<file path="src/hdl/tbi_consts.vh">
// Register offsets, field positions, reset values and source codes for the time base and irq block.
`ifndef TBI_CONSTS_VH
`define TBI_CONSTS_VH
`define TBI_ADDR_PSC        4'h0
`define TBI_ADDR_TBC        4'h1
`define TBI_ADDR_IRQ_EN     4'h2
`define TBI_ADDR_IRQ_FLAG   4'h3
`define TBI_ADDR_GLOBAL     4'h4
`define TBI_PSC_RESET       8'h00
`define TBI_TBC_RESET       8'h00
`define TBI_SRC_SYS         2'h0
`define TBI_SRC_SYS_DIV4    2'h1
`define TBI_SRC_LOW         2'h2
`define TBI_SRC_HIGH        2'h3
`define TBI_PSC0_LSB        0
`define TBI_PSC1_LSB        4
`define TBI_TB0_RUN_BIT     3
`define TBI_TB1_RUN_BIT     7
`define TBI_TB0_CODE_LSB    0
`define TBI_TB1_CODE_LSB    4
`define TBI_PERIOD_BASE_EXP 8
`define TBI_NUM_SRC         7
`define TBI_SRC_TB0         0
`define TBI_SRC_TB1         1
`define TBI_SRC_TWOWIRE     2
`define TBI_SRC_SERMOD      3
`define TBI_SRC_NVM         4
`define TBI_SRC_UART        5
`define TBI_SRC_LOWV        6
`define TBI_VEC_W           3
`define TBI_VEC_NONE        3'h7
`endif

</file>
<file path="src/hdl/tbi_timebase_irq.v">
// Time base generators and peripheral interrupt flag latching with vector request.
//
// Function
// Prescaler 0 source: 00 system, 01 system/4, 10 low speed, 11 high speed.
// Prescaler select bits 3 and 2 read zero in the dual variant.
// Dual variant: prescaler 1 source in bits 5..4, same encoding.
// Time base 0 runs only while its enable is one; enable resets zero.
// Time base 0 period code 0..7 gives 2^8..2^15 prescaler 0 cycles.
// Dual variant: bit 7 enables time base 1.
// Time base 1 period code in bits 6..4 gives 2^8..2^15 cycles.
// Single variant: control bits 7..4 unimplemented and read zero.
// Time base flag sets on divider overflow, clears when serviced.
// Disabled time base holds its divider cleared, no overflow.
// Two-wire flag sets on byte done, address match or time-out.
// Two-wire vector needs global enable, source enable and flag.
// Servicing two-wire vector clears its flag and global enable.
// Serial module flag sets on byte done, address match or time-out.
// Serial module vector needs both enables; service clears flag and global.
// Nonvolatile write flag sets when a data-memory write finishes.
// Nonvolatile vector needs both enables; service clears flag and global.
// Any UART condition pulse sets the UART request flag.
// UART service clears its flag and global enable, not UART status.
// Low-voltage flag sets when the detector reports low supply.
// Low-voltage vector needs both enables; service clears flag and global.
// No vector request while the core's return stack is full.
`timescale 1ns/1ps
`include "tbi_consts.vh"

module tbi_timebase_irq #(
    parameter DUAL_TB     = 1,
    parameter HAS_SERMOD  = 0
) (
    input  wire        clk,
    input  wire        rst_b,
    input  wire [3:0]  reg_addr,
    input  wire [7:0]  reg_wdata,
    input  wire        reg_wr,
    input  wire        reg_rd,
    output reg  [7:0]  reg_rdata,
    input  wire        low_speed_clock,
    input  wire        high_speed_clock,
    input  wire        twowire_byte_done,
    input  wire        twowire_addr_match,
    input  wire        twowire_timeout,
    input  wire        nvm_write_finished,
    input  wire        uart_tx_empty,
    input  wire        uart_tx_idle,
    input  wire        uart_rx_avail,
    input  wire        uart_rx_overrun,
    input  wire        uart_addr_detect,
    input  wire        uart_rx_wakeup,
    input  wire        low_voltage_detect,
    input  wire        stack_full,
    input  wire        vector_ack,
    output reg         vector_req,
    output reg  [2:0]  vector_id,
    output wire        global_irq_enable_out,
    output wire [6:0]  request_flags
);

    localparam NS = `TBI_NUM_SRC;

    reg  [7:0]    psc_sel;
    reg  [7:0]    timebase_control_single;
    reg  [NS-1:0] irq_en;
    reg  [NS-1:0] flag;
    reg           global_irq_enable;
    reg  [2:0]    low_sync;
    reg  [2:0]    high_sync;
    reg           low_state;
    reg           high_state;
    reg           low_prev;
    reg           high_prev;
    reg  [1:0]    div4;
    reg  [14:0]   tb0_div;
    reg  [14:0]   tb1_div;
    reg  [NS-1:0] next_flag;
    reg  [NS-1:0] events;
    reg  [NS-1:0] pending;
    reg  [2:0]    next_vec;
    reg           next_any;
    integer       i;

    wire low_edge  = low_state & ~low_prev;
    wire high_edge = high_state & ~high_prev;
    wire sys4_tick = (div4 == 2'h3);

    // Selects one prescaler tick from a two-bit source code.
    function src_tick;
        input [1:0] sel;
        input       t4;
        input       tl;
        input       th;
        begin
            case (sel)
                `TBI_SRC_SYS:      src_tick = 1'b1;
                `TBI_SRC_SYS_DIV4: src_tick = t4;
                `TBI_SRC_LOW:      src_tick = tl;
                default:           src_tick = th;
            endcase
        end
    endfunction

    // Overflow when the whole count equals two to the selected exponent minus one, so the next tick carries into it.
    function overflow_at;
        input [14:0] cnt;
        input [2:0]  code;
        reg   [15:0] lim;
        begin
            lim = 16'h0001 << (`TBI_PERIOD_BASE_EXP + code);
            overflow_at = ({1'b0, cnt} == (lim - 16'h0001));
        end
    endfunction

    wire [1:0] psc0_src  = psc_sel[`TBI_PSC0_LSB+1:`TBI_PSC0_LSB];
    wire [1:0] psc1_src  = psc_sel[`TBI_PSC1_LSB+1:`TBI_PSC1_LSB];
    wire       tb0_run   = timebase_control_single[`TBI_TB0_RUN_BIT];
    wire       tb1_run   = (DUAL_TB != 0) & timebase_control_single[`TBI_TB1_RUN_BIT];
    wire [2:0] tb0_code  = timebase_control_single[`TBI_TB0_CODE_LSB+2:`TBI_TB0_CODE_LSB];
    wire [2:0] tb1_code  = timebase_control_single[`TBI_TB1_CODE_LSB+2:`TBI_TB1_CODE_LSB];
    wire       psc0_tick = src_tick(psc0_src, sys4_tick, low_edge, high_edge);
    wire       psc1_tick = src_tick(psc1_src, sys4_tick, low_edge, high_edge);
    wire       tb0_ovf   = tb0_run & psc0_tick & overflow_at(tb0_div, tb0_code);
    wire       tb1_ovf   = tb1_run & psc1_tick & overflow_at(tb1_div, tb1_code);

    // Slow clocks are sampled; each counts once the second and third stages agree.
    always @(posedge clk or negedge rst_b) begin
        if (!rst_b) begin
            low_sync   <= 3'h0;
            high_sync  <= 3'h0;
            low_state  <= 1'b0;
            high_state <= 1'b0;
            low_prev   <= 1'b0;
            high_prev  <= 1'b0;
            div4       <= 2'h0;
        end else begin
            low_sync  <= {low_sync[1:0], low_speed_clock};
            high_sync <= {high_sync[1:0], high_speed_clock};
            if (low_sync[1] == low_sync[2]) begin
                low_state <= low_sync[2];
            end
            if (high_sync[1] == high_sync[2]) begin
                high_state <= high_sync[2];
            end
            low_prev  <= low_state;
            high_prev <= high_state;
            div4      <= div4 + 2'h1;
        end
    end

    // Dividers restart from zero after each overflow and whenever disabled.
    always @(posedge clk or negedge rst_b) begin
        if (!rst_b) begin
            tb0_div <= 15'h0000;
            tb1_div <= 15'h0000;
        end else begin
            if (!tb0_run || tb0_ovf) begin
                tb0_div <= 15'h0000;
            end else if (psc0_tick) begin
                tb0_div <= tb0_div + 15'h0001;
            end
            if (!tb1_run || tb1_ovf) begin
                tb1_div <= 15'h0000;
            end else if (psc1_tick) begin
                tb1_div <= tb1_div + 15'h0001;
            end
        end
    end

    // Event sources; the UART status flags live in the UART and are never touched here.
    always @* begin
        events = {NS{1'b0}};
        events[`TBI_SRC_TB0] = tb0_ovf;
        events[`TBI_SRC_TB1] = tb1_ovf;
        events[`TBI_SRC_TWOWIRE] = (HAS_SERMOD == 0) &
            (twowire_byte_done | twowire_addr_match | twowire_timeout);
        events[`TBI_SRC_SERMOD] = (HAS_SERMOD != 0) &
            (twowire_byte_done | twowire_addr_match | twowire_timeout);
        events[`TBI_SRC_NVM] = nvm_write_finished;
        events[`TBI_SRC_UART] = uart_tx_empty | uart_tx_idle | uart_rx_avail |
            uart_rx_overrun | uart_addr_detect | uart_rx_wakeup;
        events[`TBI_SRC_LOWV] = low_voltage_detect;
    end

    // Lowest numbered pending source wins; a stack-full core sees no request.
    always @* begin
        pending  = flag & irq_en & {NS{global_irq_enable}};
        next_vec = `TBI_VEC_NONE;
        next_any = 1'b0;
        for (i = NS - 1; i >= 0; i = i - 1) begin
            if (pending[i]) begin
                next_vec = i[2:0];
                next_any = 1'b1;
            end
        end
        next_any = next_any & ~stack_full;
    end

    // Event set wins over a software or service clear in the same cycle.
    always @* begin
        next_flag = flag;
        if (reg_wr && reg_addr == `TBI_ADDR_IRQ_FLAG) begin
            next_flag = reg_wdata[NS-1:0];
        end
        if (vector_req && vector_ack) begin
            next_flag[vector_id] = 1'b0;
        end
        next_flag = next_flag | events;
    end

    always @(posedge clk or negedge rst_b) begin
        if (!rst_b) begin
            psc_sel           <= `TBI_PSC_RESET;
            timebase_control_single               <= `TBI_TBC_RESET;
            irq_en            <= {NS{1'b0}};
            flag              <= {NS{1'b0}};
            global_irq_enable <= 1'b0;
            vector_req        <= 1'b0;
            vector_id         <= `TBI_VEC_NONE;
            reg_rdata         <= 8'h00;
        end else begin
            flag <= next_flag;
            if (reg_wr) begin
                case (reg_addr)
                    `TBI_ADDR_PSC: begin
                        psc_sel <= reg_wdata & ((DUAL_TB != 0) ? 8'h33 : 8'h03);
                    end
                    `TBI_ADDR_TBC: begin
                        timebase_control_single <= reg_wdata & ((DUAL_TB != 0) ? 8'hff : 8'h0f);
                    end
                    `TBI_ADDR_IRQ_EN: begin
                        irq_en <= reg_wdata[NS-1:0];
                    end
                    `TBI_ADDR_GLOBAL: begin
                        global_irq_enable <= reg_wdata[0];
                    end
                    default: begin
                    end
                endcase
            end
            // Servicing drops the global enable so nesting needs software consent.
            if (vector_req && vector_ack) begin
                global_irq_enable <= 1'b0;
                vector_req        <= 1'b0;
            end else begin
                vector_req <= next_any;
                vector_id  <= next_vec;
            end
            if (reg_rd) begin
                case (reg_addr)
                    `TBI_ADDR_PSC:      reg_rdata <= psc_sel;
                    `TBI_ADDR_TBC:      reg_rdata <= timebase_control_single;
                    `TBI_ADDR_IRQ_EN:   reg_rdata <= {1'b0, irq_en};
                    `TBI_ADDR_IRQ_FLAG: reg_rdata <= {1'b0, flag};
                    `TBI_ADDR_GLOBAL:   reg_rdata <= {7'h00, global_irq_enable};
                    default:            reg_rdata <= 8'h00;
                endcase
            end else begin
                reg_rdata <= 8'h00;
            end
        end
    end

    assign global_irq_enable_out = global_irq_enable;
    assign request_flags         = flag;

endmodule

</file>
<file path="config.mk">
export PLATFORM = sky130hd
export DESIGN_NAME = tbi_timebase_irq
export DESIGN_NICKNAME = d
export VERILOG_FILES = /design/src/hdl/tbi_timebase_irq.v
export VERILOG_INCLUDE_DIRS = /design/src /design/src/hdl
export SDC_FILE = /design/constraint.sdc
export NUM_CORES = 1
export LEC_CHECK = 0
export ABC_AREA = 1
export BUFFER_PORTS_ARGS = -buffer_cell sky130_fd_sc_hd__buf_4
export CAP_MARGIN = 10
export CORE_ASPECT_RATIO = 1.2
export CORE_MARGIN = 2
export CORE_UTILIZATION = 30
export DETAILED_ROUTE_END_ITERATION = 7
export GPL_TIMING_DRIVEN = 1
export PLACE_DENSITY = 0.44
export SETUP_SLACK_MARGIN = 0.15
export SLEW_MARGIN = 10
export SYNTH_ARGS = -nofsm -noshare
export SYNTH_HDL_FRONTEND = slang
export SYNTH_SLANG_ARGS = --single-unit
export TNS_END_PERCENT = 10
</file>
<file path="constraint.sdc">
create_clock -name clk -period 1.95 [get_ports clk]
set_clock_uncertainty 0.1 [all_clocks]
set_input_delay 0.0975 -clock clk [delete_from_list [all_inputs] [get_ports clk]]
set_output_delay 0.0975 -clock clk [all_outputs]
set_load 0.02 [all_outputs]
</file>
## After elaboration in Yosys (flattened, before gate mapping)

Cells that the tools add are included.

| cells by class | value |
|---|---|
| $add $sub $neg | 7 |
| order comparisons | 2 |
| reduce and logical (&&, ||, !) cells | 18 |
| mux-type cells | 30 |
| equality and inequality tests | 13 |
| shift-type cells | 2 |
| bitwise operators | 22 |

Operators with widths:

| kind | number |
|---|---|
| 15-bit 2-to-1 mux | 4 |
| 8-bit case mux with 5 select lines | 1 |
| 15-bit by 16-bit equality test with 1-bit output | 2 |
| 1-bit by 5-bit left shift with 16-bit output (first input constant) | 2 |
| 16-bit by 1-bit subtractor with 16-bit output (second input constant) | 2 |
| 15-bit by 1-bit adder with 15-bit output (second input constant) | 2 |
| 7-bit bitwise AND | 3 |
| 3-bit 2-to-1 mux | 6 |
| 7-bit 2-to-1 mux | 2 |
| 1-bit 2-to-1 mux | 13 |
| 4-bit by 3-bit adder with 5-bit output (first input constant) | 2 |
| 4-bit by 2-bit equality test with 1-bit output (second input constant) | 2 |
| 8-bit 2-to-1 mux | 1 |
| 2-bit AND reduction | 4 |
| 2-bit nonzero test | 4 |
| 1-bit bitwise AND | 7 |
| 7-bit NOT | 1 |
| 1-bit OR | 7 |
| 7-bit OR | 1 |
| 2-bit equality test (second input constant) | 3 |
| 1-bit case mux with 3 select lines | 2 |
| 2-bit by 1-bit equality test with 1-bit output (second input constant) | 2 |
| 4-bit by 1-bit equality test with 1-bit output (second input constant) | 1 |
| 4-bit by 3-bit equality test with 1-bit output (second input constant) | 1 |
| other kinds (11) | 19 |

| word-level totals | value |
|---|---|
| word-level logic and storage cells | 111 |
| bits in registers | 81 |

## Depth between registers and ports, before layout

Gate-level depths: netlist of run 1.

| depth | value |
|---|---|
| depth after elaboration | 11 |
| mapped depth | 14 |
| depth with buffers taken out | 13 |

## Worst setup path after synthesis of run 1

No wires, ideal clock.

| timing path | value |
|---|---|
| path kind | reg2reg |
| start point | reg timebase_control_single[6] |
| end point | reg tb1_div[13] |
| buffers on the path | 0 |
| path slack | 37 ps |
| stages on the path, launching flop included | 11 |
| data arrival time | 1695 ps |
| data required time | 1732 ps |
| path through | dfrtp_1 inv_2 nand3_1 ha_1 xnor2_1 nor2_1 nand3_1 nor2_1 nand2_4 nand2_4 nor2_1 |

| between the ends | value |
|---|---|
| longest elaborated chain between the ends | 7 |

Ends and longest elaborated chain:

| element | RTL line | RTL |
|---|---|---|
| start: declaration | tbi_timebase_irq.v:64 | `reg [7:0] timebase_control_single;` |
| start signal: assignment | tbi_timebase_irq.v:214 | `` timebase_control_single <= `TBI_TBC_RESET; `` |
| start signal: assignment | tbi_timebase_irq.v:229 | `timebase_control_single <= reg_wdata & ((DUAL_TB != 0) ? 8'hff : 8'h0f);` |
| 4-bit by 3-bit adder with 5-bit output (no line) * | - |  |
| 1-bit by 5-bit left shift with 16-bit output * | tbi_timebase_irq.v:110 | `` lim = 16'h0001 << (`TBI_PERIOD_BASE_EXP + code); `` |
| 16-bit by 1-bit subtractor with 16-bit output * | tbi_timebase_irq.v:111 | `overflow_at = ({1'b0, cnt} == (lim - 16'h0001));` |
| 15-bit by 16-bit equality test with 1-bit output * | tbi_timebase_irq.v:111 |  |
| 1-bit bitwise AND * | tbi_timebase_irq.v:124 | `wire tb1_ovf = tb1_run & psc1_tick & overflow_at(tb1_div, tb1_code);` |
| 1-bit logical OR * | tbi_timebase_irq.v:162 | `if (!tb1_run \|\| tb1_ovf) begin` |
| 15-bit 2-to-1 mux / 2-bit nonzero test (equally long branches) | - |  |
| end signal: assignment | tbi_timebase_irq.v:165 | `tb1_div <= tb1_div + 15'h0001;` |
| end: declaration | tbi_timebase_irq.v:76 | `reg [14:0] tb1_div;` |

Mark *: on every way between the ends. The rest lies on a longest branch, timed or not.
A chain may end at the register's enable or synchronous reset.

## Worst setup path after layout of run 1

| timing path | value |
|---|---|
| start point | reg timebase_control_single[1] |
| end point | reg tb0_div[3] |

| between the ends | value |
|---|---|
| longest elaborated chain between the ends | 7 |

Ends and longest elaborated chain:

| element | RTL line | RTL |
|---|---|---|
| 4-bit by 3-bit adder with 5-bit output (no line) * | - |  |
| 1-bit by 5-bit left shift with 16-bit output * | tbi_timebase_irq.v:110 |  |
| 16-bit by 1-bit subtractor with 16-bit output * | tbi_timebase_irq.v:111 |  |
| 15-bit by 16-bit equality test with 1-bit output * | tbi_timebase_irq.v:111 |  |
| 1-bit bitwise AND * | tbi_timebase_irq.v:123 | `wire tb0_ovf = tb0_run & psc0_tick & overflow_at(tb0_div, tb0_code);` |
| 1-bit logical OR * | tbi_timebase_irq.v:157 | `if (!tb0_run \|\| tb0_ovf) begin` |
| 15-bit 2-to-1 mux / 2-bit nonzero test (equally long branches) | - |  |
| end signal: assignment | tbi_timebase_irq.v:160 | `tb0_div <= tb0_div + 15'h0001;` |
| end: declaration | tbi_timebase_irq.v:75 | `reg [14:0] tb0_div;` |

Marks and branches as above.

==> out/qor.txt, run 1 <==
GRT Util Overall - 0.166
Most common library cells after synthesis - nand2_1 (140), dfrtp_1 (78), inv_1 (74)
FF/Latch Area - 2030 sq um
Largest net degree at the start of global routing - 38
Unique cell type count in the Yosys netlist - 41
Sequential element share of the synthesized area - 0.464
Vias/cell - 4.71
EDFF count, synth - 0
Avg Inst Size Synth - 7.64 sq um
FF+latch count, synth - 81
Final ANT Viol Nets - 0
Routed via count - 4001
Cells after Synth - 573
RSZ-0062 raised after global routing - yes
Min cycle time layout - 1.94 ns
Dpl cell area - 5120 sq um
Crit Path Category - reg -> reg
Pwr per Cell Area - 944 nW/um^2
Final setup margin - 0.0102 ns
Vias in the first global route - 4032
Static Leak - 2.78 nW
Routed wire length - 12.1 mm
Worst Max-Slew Pin Slew - 0.500 ns
Max Fclk - 516 MHz
Power Total - 5.46 mW
Cell with the most instances after synthesis - nand2_1
1st-iter DRT viols - 225
Area Overhead vs Synth - 32.0%
Fillers - 1496
Final instance area - 5780 sq um
Endpoints failing setup - 0
Max transition margin - 0.664
Mapped cell area - 4380 sq um
Grt total ovfl - 0
Outcome - completed
Max FO, Critical Path - 5
Clock sinks - 81
DRC Markers - 0
Final Hold Viols - 0
Mapped Nets - 609
Share of layout cells above drive strength 1 - 0.212
Final Max Slew Viols - 0
Post-synth top area cell - dfrtp_1
Max clock buf depth - 2
Post-synth top flop - dfrtp_1
Port bufs - 50
Reg2reg path depth - 12
Clk_lat worst skew - 0.34 ns
Critical Path RT - 2.07 ns
Ys async rst share - 1.00
Clk pin slew, worst setup/hold paths - 0.07 ns
Routed WL per cell - 14.2 microns
Num rows - 48
First-pass DRT Iterations - 4
Clock root buffer - clkbuf_16
Max-Cap Viols - 0
Final Cycle Share - 0.995
Hold Crit Class - in -> reg
Nets - 705
CTS Buf Count - 9
Flop2flop setup slack - 0.01 ns
Die X-Extent - 114 microns
Crit path DAT - 2.06 ns
Place WS - -0.0208 ns
Yosys synthesis warning count - 0
Die area - 15600 sq um
Top cells by area, synth - dfrtp_1 (45%), nand2_1 (12%), nand3_1 (6.7%)
Startpoint type of the worst setup path - flop
Multi-input gate area - 2170 sq um
Io pins - 51
Starting Density - 0.305
Initial antenna violation count - 0
Hold path depth - 3
Share of the synthesized area in the top cell type - 0.446
Antenna diodes - 0
Core area - 14400 sq um
CTS tree - yes
Worst VDD drop - 0.405 mV
Core Util, Final - 0.403
Die Ht - 136 microns
Final HPWL DP - 9.27 mm
Routability Congestion - 0.848
# H-tree levels - 3
Worst setup EP type - flop
First-pass GRT wire length - 20.2 mm
metrics by stage:
| step | hold WS (ns) | setup TNS [ns] | std cells |
|---|---|---|---|
| 2_1_floorplan | -0.298 | 0 | 573 |
| 3_5_place_dp | -0.0425 | -0.0974 | 809 |
| 4_1_cts | 0.00445 | 0 | 848 |
| 6_report | 0.0104 | 0 | 849 |
| 3_3_place_gp | -0.0432 | 0 | 809 |
| 5_1_grt | 0.0388 | -1.26 | 849 |
registers in the layout, indices dropped and copies added (netlist names):
signal,cells
tb1_div,15
tb0_div,15
high_state,1
vector_id,3
low_state,1
psc_sel,4
reg_rdata,8
low_sync,3
irq_en,7
div4,2
low_prev,1
high_prev,1
vector_req,1
global_irq_enable_out,1
high_sync,3
request_flags,7
timebase_control_single,8
cell families after synthesis:
family	share of synthesized area
AND/OR/NAND/NOR	0.325
flip-flops	0.464
XOR/XNOR	0.0280
multiplexers	0.00257
AO/OA/AOI/OAI	0.0817
adder cells (fa/ha/maj)	0.0189
buffers and inverters	0.0803
routing by layer:
metal	GRT usage	part of all wire
met1	0.215	0.46
met3	0.0281	0.026
met4	0.0515	0.017
met5	0	0
met2	0.282	0.50
layout make-up:
cell class | count | share of cell area
clock inverter | 7 | 0.0134
inverter | 78 | 0.0515
sequential | 81 | 0.352
timing repair buffer | 93 | 0.131
tap | 175 | 0.0379
clock buffer | 9 | 0.0390
multi-input combinational | 406 | 0.375
what timing repair did:
action,CTS,global route
gates cloned,2,0
hold endpoints to repair,84,0
resized for setup,7,29
setup endpoints to repair,28,32
hold buffers,18,0
buffers inserted,3,1
pin swaps,6,20
worst max-delay path: stages, from the launching register on:
cell     delay (ns)
dfrtp_1        0.41
nor2_4         0.15
nand2_2        0.09
ha_4           0.27
inv_2          0.03
nand2_2        0.06
nand3_2        0.06
nor2_2         0.12
nand3_2        0.10
nor2_4         0.16
nand2_4        0.11
nand2_4        0.10
nor3_2         0.05
report_power, final:
part | switching (mW) | internal (mW)
Clock | 0.732 | 1.00
Combinational | 0.929 | 0.668
Sequential | 0.227 | 1.90
Total | 1.89 | 3.57
layout by cell type, fill, tap and decap left out, types with 14 or more instances in the layout:
cell type	count
nand4_1	18
nor2_1	62
nand2_1	137
o21ai_0	33
buf_4	73
dfrtp_1	76
nand3_1	54
inv_1	71
dlygate4sd3_1	18
nor3_1	14
final timing paths:
kind	from	to
worst max-delay path	timebase_control_single[1]	tb0_div[3]
worst min-delay path	reg_wdata[4]	timebase_control_single[4]
worst max register to register	timebase_control_single[1]	tb0_div[3]
worst min register to register	low_sync[0]	low_sync[1]
max in group asynchronous	rst_b	vector_id[1]
min in group asynchronous	rst_b	high_sync[0]
No activity file was read; power rests on OpenSTA's default activity.
==> run 2: changes to the inputs <==
PLACE_DENSITY = 0.43   (was 0.44)
clock period = 2.3 ns   (was 1.95 ns; I/O delays follow)
==> out/qor.txt, run 2 (synthesis gave the netlist of run 1 again) <==
Outcome - completed
Multi-input gate area - 2050 sq um (-5.5%)
1st-iter DRT viols - 207 (-8.0%)
Area Overhead vs Synth - 27.8%
Psw - 1.52 mW (-19%)
Critical Path RT - 2.43 ns (+0.36 ns)
Core area - 14400 sq um (unchanged)
Static Leak - 2.71 nW (-2.5%)
FF/Latch Area - 2030 sq um (about the same)
Io pins - 51 (unchanged)
Commonest non-fill, non-tap cells in the layout - nand2_1 (140), dfrtp_1 (77), inv_1 (73)
Pwr per Cell Area - 834 nW/um^2 (-12%)
Crit path DAT - 2.12 ns (+0.06 ns)
Crit path largest cell delay - 0.41 ns (about the same)
Clock power share - 0.358 (+0.040)
Worst setup EP type - flop
Starting Density - 0.305 (unchanged)
Final HPWL DP - 9.14 mm (-1.5%)
Final Cycle Share - 0.865 (-0.130)
GRT Util Overall - 0.163 (-0.00286)
Endpoints failing setup - 0 (unchanged)
Max transition margin - 0.639 (-0.0255)
Power Total - 4.67 mW (-14%)
Worst Max-Slew Pin Slew - 0.542 ns (+0.0421 ns)
Routed wire length - 11.9 mm (-1.3%)
Max-Cap Viols - 0 (unchanged)
Commonest non-fill, non-tap cell in the layout - nand2_1
Clock sinks - 81 (unchanged)
Final Max Slew Viols - 0 (unchanged)
Place WS - 0.135 ns (+0.155 ns)
Final Non-Filler Cells - 836 (-1.5%)
Final ANT Viol Nets - 0 (unchanged)
Min cycle time layout - 1.99 ns (+0.0488 ns)
Hold_ws - 0.0287 ns (+0.0183 ns)
Nets - 692 (-1.8%)
Max clock buf depth - 2 (unchanged)
RSZ-0062 raised after global routing - yes
Final setup margin - 0.311 ns (+0.301 ns)
Hold Crit Class - in -> reg
Num rows - 48 (unchanged)
Vias/cell - 4.77 (+1.2%)
Worst VDD drop - 0.338 mV (-17%)
Bufs and invs on worst path - 1 (unchanged)
Startpoint type of the worst setup path - flop
Routability Congestion - 0.848 (about the same)
Final instance area - 5600 sq um (-3.2%)
CTS Buf Count - 9 (unchanged)
CTS tree - yes
First-pass GRT wire length - 19.6 mm (-3.0%)
Final Hold Viols - 0 (unchanged)
Port bufs - 50 (unchanged)
Dpl cell area - 5020 sq um (-1.8%)
Die X-Extent - 114 microns (unchanged)
Die area - 15600 sq um (unchanged)
Clk pin slew, worst setup/hold paths - 0.06 ns (about the same)
Share of layout cells above drive strength 1 - 0.166 (-0.0458)
Power Internal - 3.15 mW (-12%)
Fillers - 1477 (-1.3%)
Placed cell count - 801 (-0.99%)
# H-tree levels - 3 (unchanged)
Biggest regs - tb0_div x15, tb1_div x15
Largest net degree at the start of global routing - 41 (+7.9%)
Setup bufs post-CTS - 0 (-3)
Die Ht - 136 microns (unchanged)
Crit Path Category - reg -> reg
First-pass DRT Iterations - 4 (unchanged)
Routed WL per cell - 14.3 microns (+0.26%)
Clk_lat worst skew - 0.34 ns (about the same)
Family with the most delay on the worst path - simple AND/OR/NAND/NOR gates
Routed via count - 3988 (-0.32%)
Combinational Power Share - 0.257 (-0.036)
Max FO, Critical Path - 5 (unchanged)
DRC Markers - 0 (unchanged)
Core Util, Final - 0.390 (-0.0129)
Setup TNS - 0 ns (unchanged)
Vias in the first global route - 3889 (-3.5%)
Grt total ovfl - 0 (unchanged)
Clock root buffer - clkbuf_16
Max Fclk - 503 MHz (-2.5%)
Reg power frac - 0.385 (-0.004)
Antenna diodes - 0 (unchanged)
Initial antenna violation count - 0 (unchanged)
Slowest-stage cell, CP - dfrtp_1
Sw frac - 0.326 (-0.0201)
Crit-path cells - nor2_4 > nand2_1 > ha_2 > inv_1 > nand2_1 > nand3_1 > nor2_1 > nand3_1 > nor2_4 > nand2_4 > nand2_8 > nor3_1
[run 2: cell types whose count changed in the layout (fill, tap and decap cells not counted), sizes merged]
cell,before,now
buf,75,63
bufinv,1,3
clkinv,3,1
clkbuf,9,10
dlygate4sd3,18,17
inv,80,79
[run 2: path summary, 6_finish.rpt]
| kind | start | to | slack [ns] | depth (start not counted) |
|---|---|---|---|---|
| max in group asynchronous | rst_b | tb0_div[7] | 1.30 | 3 |
| min in group asynchronous | rst_b | high_sync[2] | 0.19 | 2 |
| max reg2reg | timebase_control_single[2] | tb0_div[4] | 0.31 | 12 |
| max | timebase_control_single[2] | tb0_div[4] | 0.31 | 12 |
| min reg2reg | low_sync[0] | low_sync[1] | 0.25 | 0 |
| min | reg_wdata[4] | irq_en[4] | 0.03 | 3 |
[run 2: metal layers]
layer,part of all wire,GRT usage
met3,0.031,0.0232
met1,0.45,0.203
met4,0.025,0.0772
met5,0,0
met2,0.49,0.278
[run 2: what timing repair did]
item,in CTS,in global routing
hold buffers,17,0
pin swaps,0,4
hold endpoints to repair,53,0
resized for setup,2,10
endpoints found under the setup margin,9,31
cloned,0,2
[run 2: final cells by class]
type | instances | share of cell area
multi-input cells | 406 | 0.366
flip-flops and latches | 81 | 0.363
repair buffers | 80 | 0.117
inverters | 78 | 0.0528
clock buffers | 10 | 0.0409
well taps | 175 | 0.0391
clock inverters | 6 | 0.0206
[run 2: power by group through the flow]
| stage | Combinational (mW) | Sequential [mW] | Clock, mW |
|---|---|---|---|
| after global placement | 1.15 | 1.82 | 0 |
| after detailed placement | 1.16 | 1.82 | 0 |
| final | 1.20 | 1.80 | 1.67 |
| after CTS | 1.18 | 1.80 | 1.72 |
| after global routing | 1.35 | 1.83 | 1.78 |
| after floorplan | 0.712 | 1.83 | 0 |
[run 2: tightest hold or removal path: stages]
cell and delay, ns:
buf_4 0.07, inv_1 0.08, o21ai_0 0.16
